<file path="src/rtl/jsl_pkg.sv">
/*
  Shared constants, state encodings and pin bundles for the JTAG stream
  loader. Assumes a single 125 MHz system clock.
*/
package jsl_pkg;

  // ************************************************************
  // Clock and timing
  // ************************************************************
  localparam int CLK_MHZ = 125;
  localparam int STARTUP_MS = 500;
  localparam int STARTUP_CYC = STARTUP_MS * CLK_MHZ * 1000;
  localparam int TCK_LOW_NS = 64;
  localparam int TCK_HIGH_NS = 64;
  // Least times round up to whole cycles
  localparam int TCK_LOW_CYC = (TCK_LOW_NS * CLK_MHZ + 999) / 1000;
  localparam int TCK_HIGH_CYC = (TCK_HIGH_NS * CLK_MHZ + 999) / 1000;
  localparam int MEM_ACCESS_NS = 120;
  localparam int MEM_ACCESS_CYC = (MEM_ACCESS_NS * CLK_MHZ + 999) / 1000;
  localparam int SYNC_STAGES = 2;
  // Access time, synchroniser and one spare cycle
  localparam int MEM_WAIT_CYC = MEM_ACCESS_CYC + SYNC_STAGES + 1;

  // ************************************************************
  // Memory layout and stream format
  // ************************************************************
  localparam int ADDR_W = 32;
  localparam int BYTE_W = 8;
  localparam logic [31:0] HDR_START = 32'h0000_0000;
  localparam logic [31:0] STREAM_START = 32'h0000_0004;
  localparam int PAIRS_PER_BYTE = 4;
  localparam int TDI_BIT = 0;
  localparam int TMS_BIT = 1;
  localparam int FIFO_DEPTH = 8;

  // ************************************************************
  // Encodings and bundles
  // ************************************************************
  typedef enum logic [1:0] {
    ST_POWERUP = 2'b00,
    ST_HEADER = 2'b01,
    ST_STREAM = 2'b10,
    ST_SLEEP = 2'b11
  } jsl_state_t;

  typedef enum logic [1:0] {
    SH_IDLE = 2'b00,
    SH_LOW = 2'b01,
    SH_HIGH = 2'b10
  } jsl_shift_t;

  typedef struct packed {
    logic tck;
    logic tms;
    logic tdi;
  } jsl_link_t;

  typedef struct packed {
    logic ceN;
    logic [ADDR_W-1:0] addr;
  } jsl_mem_t;

  localparam jsl_link_t LINK_RST = 3'b000;
  localparam jsl_mem_t MEM_RST = {1'b1, 32'h0000_0000};

endpackage : jsl_pkg

</file>
<file path="src/rtl/jsl_fifo.sv">
/*
  Small first-word-fall-through FIFO with valid/ready on both sides.
  Assumes one clock; DEPTH is a power of two.
*/
`timescale 1ns/10ps
module jsl_fifo #(
  parameter int WIDTH = 8,
  parameter int DEPTH = 8
) (
  input wire logic clk,
  input wire logic rst,
  input wire logic inValid,
  input wire logic [WIDTH-1:0] inData,
  output logic inReady,
  output logic outValid,
  output logic [WIDTH-1:0] outData,
  input wire logic outReady
);

  localparam int AW = $clog2(DEPTH);

  logic [WIDTH-1:0] store [DEPTH];
  logic [AW-1:0] wPtr;
  logic [AW-1:0] rPtr;
  logic [AW:0] count;
  logic doPush;
  logic doPop;

  assign inReady = (count != (AW+1)'(DEPTH));
  assign outValid = (count != '0);
  assign outData = store[rPtr];
  assign doPush = inValid && inReady;
  assign doPop = outValid && outReady;

  // ************************************************************
  // Storage and pointers
  // ************************************************************
  always_ff @(posedge clk) begin
    if (doPush) begin
      store[wPtr] <= inData;
    end
  end

  always_ff @(posedge clk or posedge rst) begin
    if (rst) begin
      wPtr <= '0;
      rPtr <= '0;
    end else begin
      if (doPush) begin
        wPtr <= wPtr + 1'b1;
      end
      if (doPop) begin
        rPtr <= rPtr + 1'b1;
      end
    end
  end

  always_ff @(posedge clk or posedge rst) begin
    if (rst) begin
      count <= '0;
    end else if (doPush && !doPop) begin
      count <= count + 1'b1;
    end else if (doPop && !doPush) begin
      count <= count - 1'b1;
    end
  end

endmodule : jsl_fifo

</file>
<file path="src/rtl/jsl_loader.sv">
/*
  Stand-alone loader: after reset it reads an end-address header and a packed
  TMS/TDI stream from a parallel nonvolatile memory and plays it into a
  boundary-scan chain. Assumes an asynchronous-read memory whose data
  settle within the access time, and a chain that samples on TCK rise.
*/
// Overview of operation
// - Each byte gives four TCK periods.
// - Even bits TDI, odd bits TMS, ascending.
// - Stored bits driven without inversion.
// - Header holds last address plus one.
// - Header is little-endian from address zero.
// - Stream fetch starts at address four.
// - Address and end bound are 32-bit.
// - Download runs automatically after every reset.
// - Wait 500 ms before starting.
// - Init TCK low, hold host low.
// - Init chip select low, lamp on.
// - Place data, then raise and lower TCK.
// - Advance address per byte while below bound.
// - On completion release host, lamp off.
// - On completion deselect memory, then sleep.
// - Link is four scan signals plus hold.
`timescale 1ns/10ps
module jsl_loader #(
  parameter int unsigned STARTUP_CYCLES = jsl_pkg::STARTUP_CYC,
  parameter int unsigned TCK_LOW_CYCLES = jsl_pkg::TCK_LOW_CYC,
  parameter int unsigned TCK_HIGH_CYCLES = jsl_pkg::TCK_HIGH_CYC,
  parameter int unsigned MEM_WAIT_CYCLES = jsl_pkg::MEM_WAIT_CYC,
  parameter int unsigned FIFO_DEPTH = jsl_pkg::FIFO_DEPTH
) (
  input wire logic clk,
  input wire logic rst,
  input wire logic [jsl_pkg::BYTE_W-1:0] memData,
  input wire logic tdo,
  output jsl_pkg::jsl_mem_t memOut,
  output jsl_pkg::jsl_link_t chainOut,
  output logic hostHoldN,
  output logic activityLampN,
  output logic tdoLast
);

  localparam int BW = jsl_pkg::BYTE_W;
  localparam int AW = jsl_pkg::ADDR_W;

  jsl_pkg::jsl_state_t state;
  jsl_pkg::jsl_state_t next_state;
  jsl_pkg::jsl_shift_t shState;
  logic [31:0] startCnt;
  logic [BW-1:0] memMeta;
  logic [BW-1:0] memSync;
  logic tdoMeta;
  logic tdoSync;
  logic [AW-1:0] addr;
  logic [AW-1:0] endBound;
  logic fetchBusy;
  logic [7:0] fetchCnt;
  logic fetchGo;
  logic fetchDone;
  logic pushValid;
  logic [BW-1:0] pushData;
  logic fifoInReady;
  logic fifoOutValid;
  logic [BW-1:0] fifoOutData;
  logic popReady;
  logic [BW-1:0] shByte;
  logic [1:0] pairIdx;
  logic [7:0] phaseCnt;
  logic active;

  // ************************************************************
  // Input synchronisers
  // ************************************************************
  // Memory data is quasi-static while the address is held, so a
  // per-bit two-stage synchroniser is safe within the wait count.
  always_ff @(posedge clk or posedge rst) begin
    if (rst) begin
      memMeta <= '0;
      memSync <= '0;
      tdoMeta <= 1'b0;
      tdoSync <= 1'b0;
    end else begin
      memMeta <= memData;
      memSync <= memMeta;
      tdoMeta <= tdo;
      tdoSync <= tdoMeta;
    end
  end

  // ************************************************************
  // Top-level sequence
  // ************************************************************
  always_comb begin
    next_state = state;
    case (state)
      jsl_pkg::ST_POWERUP: begin
        if (startCnt >= STARTUP_CYCLES - 1) begin
          next_state = jsl_pkg::ST_HEADER;
        end
      end
      jsl_pkg::ST_HEADER: begin
        if (addr == jsl_pkg::STREAM_START && !fetchBusy) begin
          if (endBound > jsl_pkg::STREAM_START) begin
            next_state = jsl_pkg::ST_STREAM;
          end else begin
            next_state = jsl_pkg::ST_SLEEP;
          end
        end
      end
      jsl_pkg::ST_STREAM: begin
        if (addr >= endBound && !fetchBusy && !pushValid &&
            !fifoOutValid && shState == jsl_pkg::SH_IDLE) begin
          next_state = jsl_pkg::ST_SLEEP;
        end
      end
      jsl_pkg::ST_SLEEP: begin
        next_state = jsl_pkg::ST_SLEEP;
      end
      default: begin
        next_state = jsl_pkg::ST_SLEEP;
      end
    endcase
  end

  always_ff @(posedge clk or posedge rst) begin
    if (rst) begin
      state <= jsl_pkg::ST_POWERUP;
    end else begin
      state <= next_state;
    end
  end

  always_ff @(posedge clk or posedge rst) begin
    if (rst) begin
      startCnt <= '0;
    end else if (state == jsl_pkg::ST_POWERUP) begin
      startCnt <= startCnt + 32'h0000_0001;
    end
  end

  assign active = (next_state == jsl_pkg::ST_HEADER) ||
                  (next_state == jsl_pkg::ST_STREAM);

  // ************************************************************
  // Host hold, lamp and memory select
  // ************************************************************
  // hold host through transfer
  always_ff @(posedge clk or posedge rst) begin
    if (rst) begin
      hostHoldN <= 1'b1;
      activityLampN <= 1'b1;
    end else begin
      hostHoldN <= !active;
      activityLampN <= !active;
    end
  end

  always_ff @(posedge clk or posedge rst) begin
    if (rst) begin
      memOut <= jsl_pkg::MEM_RST;
    end else begin
      memOut.ceN <= !active;
      if (fetchGo) begin
        memOut.addr <= addr;
      end
    end
  end

  // ************************************************************
  // Memory fetch
  // ************************************************************
  // One outstanding byte; the pending push blocks the next fetch.
  assign fetchGo = !fetchBusy && !pushValid && (
    (state == jsl_pkg::ST_HEADER && addr < jsl_pkg::STREAM_START) ||
    (state == jsl_pkg::ST_STREAM && addr < endBound && fifoInReady));
  assign fetchDone = fetchBusy && (fetchCnt == 8'h00);

  always_ff @(posedge clk or posedge rst) begin
    if (rst) begin
      fetchBusy <= 1'b0;
      fetchCnt <= 8'h00;
    end else if (fetchGo) begin
      fetchBusy <= 1'b1;
      fetchCnt <= 8'(MEM_WAIT_CYCLES - 1);
    end else if (fetchBusy) begin
      if (fetchCnt == 8'h00) begin
        fetchBusy <= 1'b0;
      end else begin
        fetchCnt <= fetchCnt - 8'h01;
      end
    end
  end

  always_ff @(posedge clk or posedge rst) begin
    if (rst) begin
      addr <= jsl_pkg::HDR_START;
    end else if (fetchDone) begin
      addr <= addr + 32'h0000_0001;
    end
  end

  // byte at address zero is LSB
  always_ff @(posedge clk or posedge rst) begin
    if (rst) begin
      endBound <= '0;
    end else if (fetchDone && state == jsl_pkg::ST_HEADER) begin
      endBound[addr[1:0]*BW +: BW] <= memSync;
    end
  end

  always_ff @(posedge clk or posedge rst) begin
    if (rst) begin
      pushValid <= 1'b0;
      pushData <= '0;
    end else if (fetchDone && state == jsl_pkg::ST_STREAM) begin
      pushValid <= 1'b1;
      pushData <= memSync;
    end else if (fifoInReady) begin
      pushValid <= 1'b0;
    end
  end

  // ************************************************************
  // Byte buffer
  // ************************************************************
  // Shifter stalls the buffer; a full buffer stalls fetching.
  jsl_fifo #(
    .WIDTH(BW),
    .DEPTH(FIFO_DEPTH)
  ) i_jsl_fifo (
    .clk(clk),
    .rst(rst),
    .inValid(pushValid),
    .inData(pushData),
    .inReady(fifoInReady),
    .outValid(fifoOutValid),
    .outData(fifoOutData),
    .outReady(popReady)
  );

  assign popReady = (state == jsl_pkg::ST_STREAM) &&
                    (shState == jsl_pkg::SH_IDLE);

  // ************************************************************
  // Chain shifter
  // ************************************************************
  // Data changes only while TCK is low, a full low phase before rise.
  always_ff @(posedge clk or posedge rst) begin
    if (rst) begin
      shState <= jsl_pkg::SH_IDLE;
      chainOut <= jsl_pkg::LINK_RST;
      shByte <= '0;
      pairIdx <= 2'b00;
      phaseCnt <= 8'h00;
    end else begin
      case (shState)
        jsl_pkg::SH_IDLE: begin
          chainOut.tck <= 1'b0;
          if (popReady && fifoOutValid) begin
            // first pair is bits 0 and 1
            chainOut.tdi <= fifoOutData[jsl_pkg::TDI_BIT];
            chainOut.tms <= fifoOutData[jsl_pkg::TMS_BIT];
            shByte <= fifoOutData >> 2;
            pairIdx <= 2'b00;
            phaseCnt <= 8'(TCK_LOW_CYCLES - 1);
            shState <= jsl_pkg::SH_LOW;
          end
        end
        jsl_pkg::SH_LOW: begin
          if (phaseCnt == 8'h00) begin
            chainOut.tck <= 1'b1;
            phaseCnt <= 8'(TCK_HIGH_CYCLES - 1);
            shState <= jsl_pkg::SH_HIGH;
          end else begin
            phaseCnt <= phaseCnt - 8'h01;
          end
        end
        jsl_pkg::SH_HIGH: begin
          if (phaseCnt == 8'h00) begin
            chainOut.tck <= 1'b0;
            if (pairIdx == 2'(jsl_pkg::PAIRS_PER_BYTE - 1)) begin
              shState <= jsl_pkg::SH_IDLE;
            end else begin
              chainOut.tdi <= shByte[jsl_pkg::TDI_BIT];
              chainOut.tms <= shByte[jsl_pkg::TMS_BIT];
              shByte <= shByte >> 2;
              pairIdx <= pairIdx + 2'b01;
              phaseCnt <= 8'(TCK_LOW_CYCLES - 1);
              shState <= jsl_pkg::SH_LOW;
            end
          end else begin
            phaseCnt <= phaseCnt - 8'h01;
          end
        end
        default: begin
          shState <= jsl_pkg::SH_IDLE;
          chainOut.tck <= 1'b0;
        end
      endcase
    end
  end

  // fourth scan signal sampled
  // Chain return data is only observed, never checked.
  always_ff @(posedge clk or posedge rst) begin
    if (rst) begin
      tdoLast <= 1'b0;
    end else if (shState == jsl_pkg::SH_LOW && phaseCnt == 8'h00) begin
      tdoLast <= tdoSync;
    end
  end

endmodule : jsl_loader

</file>
<file path="config.mk">
export PLATFORM = sky130hd
export DESIGN_NAME = jsl_loader
export DESIGN_NICKNAME = d
export VERILOG_FILES = /design/src/rtl/jsl_pkg.sv /design/src/rtl/jsl_fifo.sv /design/src/rtl/jsl_loader.sv
export SDC_FILE = /design/constraint.sdc
export NUM_CORES = 1
export LEC_CHECK = 0
export ABC_AREA = 1
export BUFFER_PORTS_ARGS = -buffer_cell sky130_fd_sc_hd__buf_2
export CAP_MARGIN = 20
export CORE_UTILIZATION = 60
export CTS_CLUSTER_DIAMETER = 30
export CTS_CLUSTER_SIZE = 12
export DETAILED_ROUTE_END_ITERATION = 16
export GPL_TIMING_DRIVEN = 0
export PLACE_DENSITY = 0.81
export SLEW_MARGIN = 20
export SYNTH_ARGS = -nofsm -noshare
export SYNTH_HDL_FRONTEND = slang
export SYNTH_HIERARCHICAL = 1
export SYNTH_SLANG_ARGS = --single-unit
</file>
<file path="constraint.sdc">
create_clock -name clk -period 6.2 [get_ports clk]
set_input_delay 0.31 -clock clk [delete_from_list [all_inputs] [get_ports clk]]
set_output_delay 0.31 -clock clk [all_outputs]
set_load 0.02 [all_outputs]
</file>
==> results.sh, run 1 <==
export IMPL_htreeDepth=2
export IMPL_outcome="finished clean"
export IMPL_gp_congestion=0.958
export IMPL_synth_main_ff_cell="dfrtp_1"
export IMPL_cp_end_kind="flip-flop"
export IMPL_synth_area_um2=12900
export IMPL_synth_top_area_share_pct=38.4
export IMPL_seqPwrFrac_pct=39.2
export IMPL_rsz0062_at_grt="false"
export IMPL_min_path_type="in -> async"
export IMPL_drt_pass1_iterations=6
export IMPL_reg2reg_slack_ps=3380
export IMPL_grt_start_max_net_pins=103
export IMPL_layout_nets=1607
export IMPL_cpMostUsedCell="nand2_1"
export IMPL_synth_distinct_cells=46
export IMPL_pin_count=50
export IMPL_vias=10200
export IMPL_rr_worst_depth=13
export IMPL_remaining_drc_errors=0
export IMPL_pwr_share_clk_pct=60.0
export IMPL_overflow=0
export IMPL_hold_viol=0
export IMPL_die_h_um=149
export IMPL_ys_seq_area_share_pct=53.6
export IMPL_combPwrFrac_pct=0.9
export IMPL_cts_made_buffers=50
export IMPL_area_growth_pct=19.3
export IMPL_slowest_stage="dfrtp_1"
export IMPL_portBuffers=49
export IMPL_core_area_um2=21000
export IMPL_power_density_nw_per_um2=296
export IMPL_finalMaxSlewViolations=0
export IMPL_ir_worst_vdd_uv=205
export IMPL_grt_pass1_wl_um=49300
export IMPL_tritoncts="built"
export IMPL_crit_type="reg -> reg"
export IMPL_slew_headroom_pct=32.2
export IMPL_synth_edff_count=64
export IMPL_final_layout_size_suffix_gt1_share_pct=13.0
export IMPL_setup_violations=0
export IMPL_synth_area_top_cells="dfrtp_1, edfxtp_1, nand2_1, ha_1, inv_1"
export IMPL_critPathRequiredTime_ps=6620
export IMPL_clock_root_buffer="clkbuf_16"
export IMPL_worstPathCellList="inv_1 -> ha_1 -> inv_1 -> nor2_1 -> nand2_1 -> ha_1 -> inv_1 -> ha_1 -> or2_2 -> nand2_1 -> nand2_1 -> nand3_1 -> nand2_1"
export IMPL_fmax_ghz=0.354
export IMPL_skew_ps=23.4
export IMPL_synthCells=1430
export IMPL_grt_pass1_vias=10300
export IMPL_post_cts_resized=0
export IMPL_rows=53
export IMPL_layout_common_cells="nand2_1, dfrtp_1, inv_1, nor2_1, nand3_1"
export IMPL_internal_power_mw=3.57
export IMPL_ctsHoldBuffers=10
export IMPL_clk_pin_slew_worst_paths_ps=50
export IMPL_drtIter0Drc=708
export IMPL_yosys_warnings=6
export IMPL_fin_crit_sh_pct=45.5
export IMPL_arrival_ps=3240
export IMPL_synth_seq_cells=263
export IMPL_synth_top_area_cell="dfrtp_1"
export IMPL_clockBufferDepth=3
export IMPL_antenna_found_initial=0
export IMPL_p_sw_share_pct=21.5
export IMPL_async_flop_share_pct=75.7
export IMPL_wl_per_cell_um=16.1
export IMPL_max_stage_delay_ps=400
export IMPL_n_antenna_cell=0
export IMPL_dieArea_um2=22100
export IMPL_dp_hpwl_um=20500
export IMPL_viasPerCell=5.50
export IMPL_syn_nets=1494
export IMPL_final_common_cell="nand2_1"
export IMPL_worst_slew_pin_slew_ps=1010
export IMPL_leakage_nw=7.22
export IMPL_initial_utilization_pct=61.3
export IMPL_final_core_util_pct=73.1
export IMPL_gr_usage_all_layers_pct=28.3
export IMPL_wl_um=29900
export IMPL_cap_violations=0
export IMPL_r2r_end="i_jsl_fifo/count[3]$_DFFE_PP0P_"
export IMPL_cts_sinks=263
export IMPL_synth_area_per_cell_um2=9.01
export IMPL_drtAntennaViolNets=0
export IMPL_clock_latency_ps=550
export IMPL_startpoint_type="flip-flop"
export IMPL_crit_path_max_fanout=5
export IMPL_period_minus_slack_ps=2820
export IMPL_rr_startpoint="shState[0]$_DFFE_PP0P_"
export IMPL_design_power_total_mw=4.55
export IMPL_chipWidth_um=149
export IMPL_postCtsSetupBuffers=0
export IMPL_p_sw_mw=0.979
[cells in the mapped netlist (8+ instances only)]
cell type	number
a21oi_1	31
buf_2	8
buf_4	12
clkbuf_1	12
dfrtp_1	198
edfxtp_1	64
ha_1	52
inv_1	153
inv_2	8
nand2_1	367
nand3_1	100
nand4_1	46
nor2_1	130
nor3_1	25
o21ai_0	89
o21ai_1	10
xnor2_1	16
xor2_1	53
[final cells by class]
class / count / area [um^2]
Tap cell: 275 / 344
Fill cell: 1444 / 5650
Sequential cell: 263 / 6900
Multi-Input combinational cell: 968 / 5150
Buffer: 37 / 225
Clock inverter: 36 / 397
Clock buffer: 58 / 1330
Inverter: 162 / 616
Timing Repair Buffer: 61 / 400
[registers in the layout, summed over array words and instances (netlist names)]
name / cells
endBound: 32
tdoSync: 1
i_jsl_fifo/store: 64
fetchBusy: 1
shByte: 6
memOut: 33
pairIdx: 2
shState: 2
i_jsl_fifo/rPtr: 3
state: 2
i_jsl_fifo/wPtr: 3
pushData: 8
memSync: 8
chainOut: 3
fetchCnt: 8
pushValid: 1
memMeta: 8
i_jsl_fifo/count: 4
tdoMeta: 1
addr: 32
phaseCnt: 8
tdoLast: 1
startCnt: 32
[per-stage QoR]
step           area (um^2)  std cells  setup slack, ps  TNS (ps)  hold slack, ps
4_1_cts              15400       1860             3390         0             237
5_1_grt              15400       1860             3180         0             250
3_5_place_dp         13500       1756             3420         0             243
2_1_floorplan        12900       1430              750         0             150
3_3_place_gp         13500       1754            -1270   -235770             309
6_report             15400       1860             3380         0             244
[metal layers]
metal	track usage (%)	up-vias	part of all wire, %
li1	-	4910	-
met1	34.9	4861	40
met2	48.2	364	50
met3	4.69	92	6.0
met4	13.8	0	4.3
met5	0	-	0
[cells by family after synthesis]
logic type                 synth area share [%]
xor gates and xnor gates                   4.69
buffers and inverters                      6.47
adders and majority gates                  5.20
DFF                                        53.6
and+or+nand+nor                            24.0
AOI/OAI and AO/OA                          6.13
[power groups by stage]
stage	Clock (mW)	Combinational (mW)	Sequential [mW]
after floorplan	0	0.0202	1.81
after global placement	0	0.0316	1.81
after detailed placement	0	0.0371	1.81
after CTS	2.76	0.0421	1.78
after global routing	2.84	0.0469	1.78
final	2.73	0.0402	1.78
[critical path, delay by kind of cell (launching register included)]
kind,cells,cell delay (ps)
simple gates,7,990
fa+ha+maj,3,890
buf+inv,3,420
flops,1,400
[worst max-delay path by stage]
stage | start | to | cells after the start
2_1_floorplan | rst | addr[0]$_DFFE_PP0P_ | 1
3_3_place_gp | rst | startCnt[12]$_DFFE_PP0N_ | 2
3_5_place_dp | shState[0]$_DFFE_PP0P_ | i_jsl_fifo/count[3]$_DFFE_PP0P_ | 13
4_1_cts | shState[0]$_DFFE_PP0P_ | i_jsl_fifo/count[3]$_DFFE_PP0P_ | 13
5_1_grt | shState[0]$_DFFE_PP0P_ | i_jsl_fifo/count[3]$_DFFE_PP0P_ | 13
6_report | shState[0]$_DFFE_PP0P_ | i_jsl_fifo/count[3]$_DFFE_PP0P_ | 13
(Power assumes the default switching activity.)
==> run 2, diff against run 1 <==
--- a/config.mk
+++ b/config.mk
@@ -8,12 +8,12 @@
 export ABC_AREA = 1
 export BUFFER_PORTS_ARGS = -buffer_cell sky130_fd_sc_hd__buf_2
 export CAP_MARGIN = 20
-export CORE_UTILIZATION = 60
+export CORE_UTILIZATION = 56
 export CTS_CLUSTER_DIAMETER = 30
 export CTS_CLUSTER_SIZE = 12
 export DETAILED_ROUTE_END_ITERATION = 16
 export GPL_TIMING_DRIVEN = 0
-export PLACE_DENSITY = 0.81
+export PLACE_DENSITY = 0.79
 export SLEW_MARGIN = 20
 export SYNTH_ARGS = -nofsm -noshare
 export SYNTH_HDL_FRONTEND = slang
==> constraint.sdc (replaced) <==
create_clock -name clk -period 2.3 [get_ports clk]
set_input_delay 0.115 -clock clk [delete_from_list [all_inputs] [get_ports clk]]
set_output_delay 0.115 -clock clk [all_outputs]
set_load 0.02 [all_outputs]
==> run 2 against run 1 <==
Fmax is 24% higher. Via count up 2.2%. Sequential share of layout area down 1.0 points. Final area up 2.8%. Die area increased by 7.0%. Largest cell class unchanged. Critical path type unchanged.
==> results.sh, run 2 (same netlist as run 1, synthesis figures left out) <==
export IMPL_period_minus_slack_ps=2270
export IMPL_cp_depth=12
export IMPL_grt_start_max_net_pins=37
export IMPL_rsz0062_at_grt="true"
export IMPL_leakage_nw=7.36
export IMPL_die_h_um=154
export IMPL_cpMostUsedCell="nand2_1"
export IMPL_drtIter0Drc=879
export IMPL_max_stage_delay_ps=470
export IMPL_fin_crit_sh_pct=98.7
export IMPL_ir_worst_vdd_uv=520
export IMPL_area_growth_pct=22.6
export IMPL_regArea_um2=6930
export IMPL_slew_headroom_pct=48.3
export IMPL_n_fill_cell=1633
export IMPL_core_area_um2=22600
export IMPL_n_antenna_cell=0
export IMPL_final_layout_size_suffix_gt1_share_pct=17.7
export IMPL_top_regs="i_jsl_fifo/store x64, memOut x33"
export IMPL_finalMaxSlewViolations=0
export IMPL_antenna_found_initial=0
export IMPL_crit_type="reg -> reg"
export IMPL_cts_sinks=263
export IMPL_internal_power_mw=9.46
export IMPL_dieArea_um2=23600
export IMPL_wl_um=31100
export IMPL_power_density_nw_per_um2=761
export IMPL_multi_input_area_um2=5300
export IMPL_combPwrFrac_pct=1.0
export IMPL_gr_usage_all_layers_pct=26.4
export IMPL_final_common_cell="nand2_1"
export IMPL_overflow=0
export IMPL_wl_per_cell_um=16.4
export IMPL_largest_register="i_jsl_fifo/store"
export IMPL_place_inst=1770
export IMPL_arrival_ps=2690
export IMPL_p_sw_mw=2.55
export IMPL_clk_pin_slew_worst_paths_ps=50
export IMPL_min_path_type="in -> async"
export IMPL_viasPerCell=5.51
export IMPL_worst_slew_pin_slew_ps=773
export IMPL_cap_violations=0
export IMPL_path_buf_inv=2
export IMPL_layout_common_cells="nand2_1, dfrtp_1, inv_1, nor2_1, nand3_1"
export IMPL_setup_violations=0
export IMPL_drtAntennaViolNets=0
export IMPL_slowest_stage="dfrtp_2"
export IMPL_startpoint_type="flip-flop"
export IMPL_clock_root_buffer="clkbuf_16"
export IMPL_htreeDepth=2
export IMPL_drt_pass1_iterations=5
export IMPL_vias=10500
export IMPL_seqPwrFrac_pct=39.9
export IMPL_reg2reg_slack_ps=30
export IMPL_r2r_end="memOut[26]$_DFFE_PP0P_"
export IMPL_largest_reg_flops=64
export IMPL_p_sw_share_pct=21.2
export IMPL_critPathRequiredTime_ps=2720
export IMPL_cts_made_buffers=51
export IMPL_fmax_ghz=0.440
export IMPL_outcome="finished clean"
export IMPL_grt_pass1_wl_um=49500
export IMPL_cp_end_kind="flip-flop"
export IMPL_clock_latency_ps=540
export IMPL_initial_utilization_pct=57.1
export IMPL_final_cells=1898
export IMPL_skew_ps=22.7
export IMPL_layout_nets=1636
export IMPL_portBuffers=49
export IMPL_rr_startpoint="addr[22]$_DFFE_PP0P_"
export IMPL_crit_path_max_fanout=10
export IMPL_cpLargestDelayFamily="simple AND/OR/NAND/NOR gates"
export IMPL_chipWidth_um=154
export IMPL_clockBufferDepth=3
export IMPL_rows=55
export IMPL_hold_viol=0
export IMPL_grt_pass1_vias=10000
export IMPL_worstPathCellList="ha_1 -> nand2_1 -> nor2_1 -> nand2_1 -> nor3_4 -> nand2_1 -> nand3_1 -> nand2_2 -> buf_6 -> buf_4 -> nand3_1 -> nand2_1"
export IMPL_pwr_share_clk_pct=59.0
export IMPL_whs_ps=118
export IMPL_gp_congestion=0.906
export IMPL_remaining_drc_errors=0
export IMPL_dp_hpwl_um=20800
export IMPL_pin_count=50
export IMPL_rr_worst_depth=12
export IMPL_tritoncts="built"
-- run 2: final cells by class --
class                      instances  share of cell area, %
timing repair buffer              90                   4.23
clock buffer                      63                   8.76
clock inverter                    31                   1.87
inverter                         162                   3.87
sequential                       263                   43.9
tap                              285                   2.26
multi-input combinational        968                   33.6
buffer                            36                   1.56
-- run 2: what timing repair did --
action / CTS / global route
gates resized for setup: 26 / 43
hold buffers: 10 / 0
endpoints found under the setup margin: 57 / 55
endpoints found under the hold margin: 44 / 0
buffers inserted: 0 / 25
pin swaps: 0 / 11
-- run 2: worst reg2reg max path: cells and delay by family (launching register included) --
kind | cells | cell delay [ps]
simple gates | 9 | 1030
buf+inv | 2 | 320
fa+ha+maj | 1 | 310
flops | 1 | 470
-- run 2: through the flow --
stage	power [mW]	setup TNS (ps)	utilization (%)	instance area (um^2)	worst slack [ps]
floorplan	4.93	-46750	-	12900	-249
global placement	4.97	-261740	59.8	13500	-1370
detailed placement	4.99	-10050	60.4	13600	-353
CTS	12.1	-44.5	68.6	15500	-44.5
global route	12.4	-1410	70.0	15800	-84.1
finish	12.0	0	70.0	15800	29.0
-- run 2: worst max path at each step --
stage | startpoint | endpoint | slack, ps
3_5_place_dp | shState[0]$_DFFE_PP0P_ | i_jsl_fifo/count[3]$_DFFE_PP0P_ | -350
2_1_floorplan | rst | addr[0]$_DFFE_PP0P_ | -250
6_report | addr[22]$_DFFE_PP0P_ | memOut[26]$_DFFE_PP0P_ | 30
3_3_place_gp | rst | startCnt[17]$_DFFE_PP0N_ | -1370
5_1_grt | addr[9]$_DFFE_PP0P_ | memOut[14]$_DFFE_PP0P_ | -80
4_1_cts | shState[1]$_DFFE_PP0P_ | i_jsl_fifo/count[3]$_DFFE_PP0P_ | -40
-- run 2: metal layers --
| metal | track usage, % | vias up | wire length, um |
|---|---|---|---|
| li1 | - | 4964 | - |
| met1 | 32.5 | 5039 | 12300 |
| met2 | 45.1 | 351 | 15700 |
| met3 | 4.74 | 101 | 1810 |
| met4 | 12.9 | 0 | 1270 |
| met5 | 0 | - | 0 |
-- run 2: power groups by stage --
stage               Clock, mW  Sequential [mW]  Combinational, mW
finish                   7.09             4.80              0.126
floorplan                   0             4.87             0.0549
detailed placement          0             4.88              0.119
global route             7.42             4.79              0.144
global placement            0             4.88             0.0874
CTS                      7.17             4.80              0.132
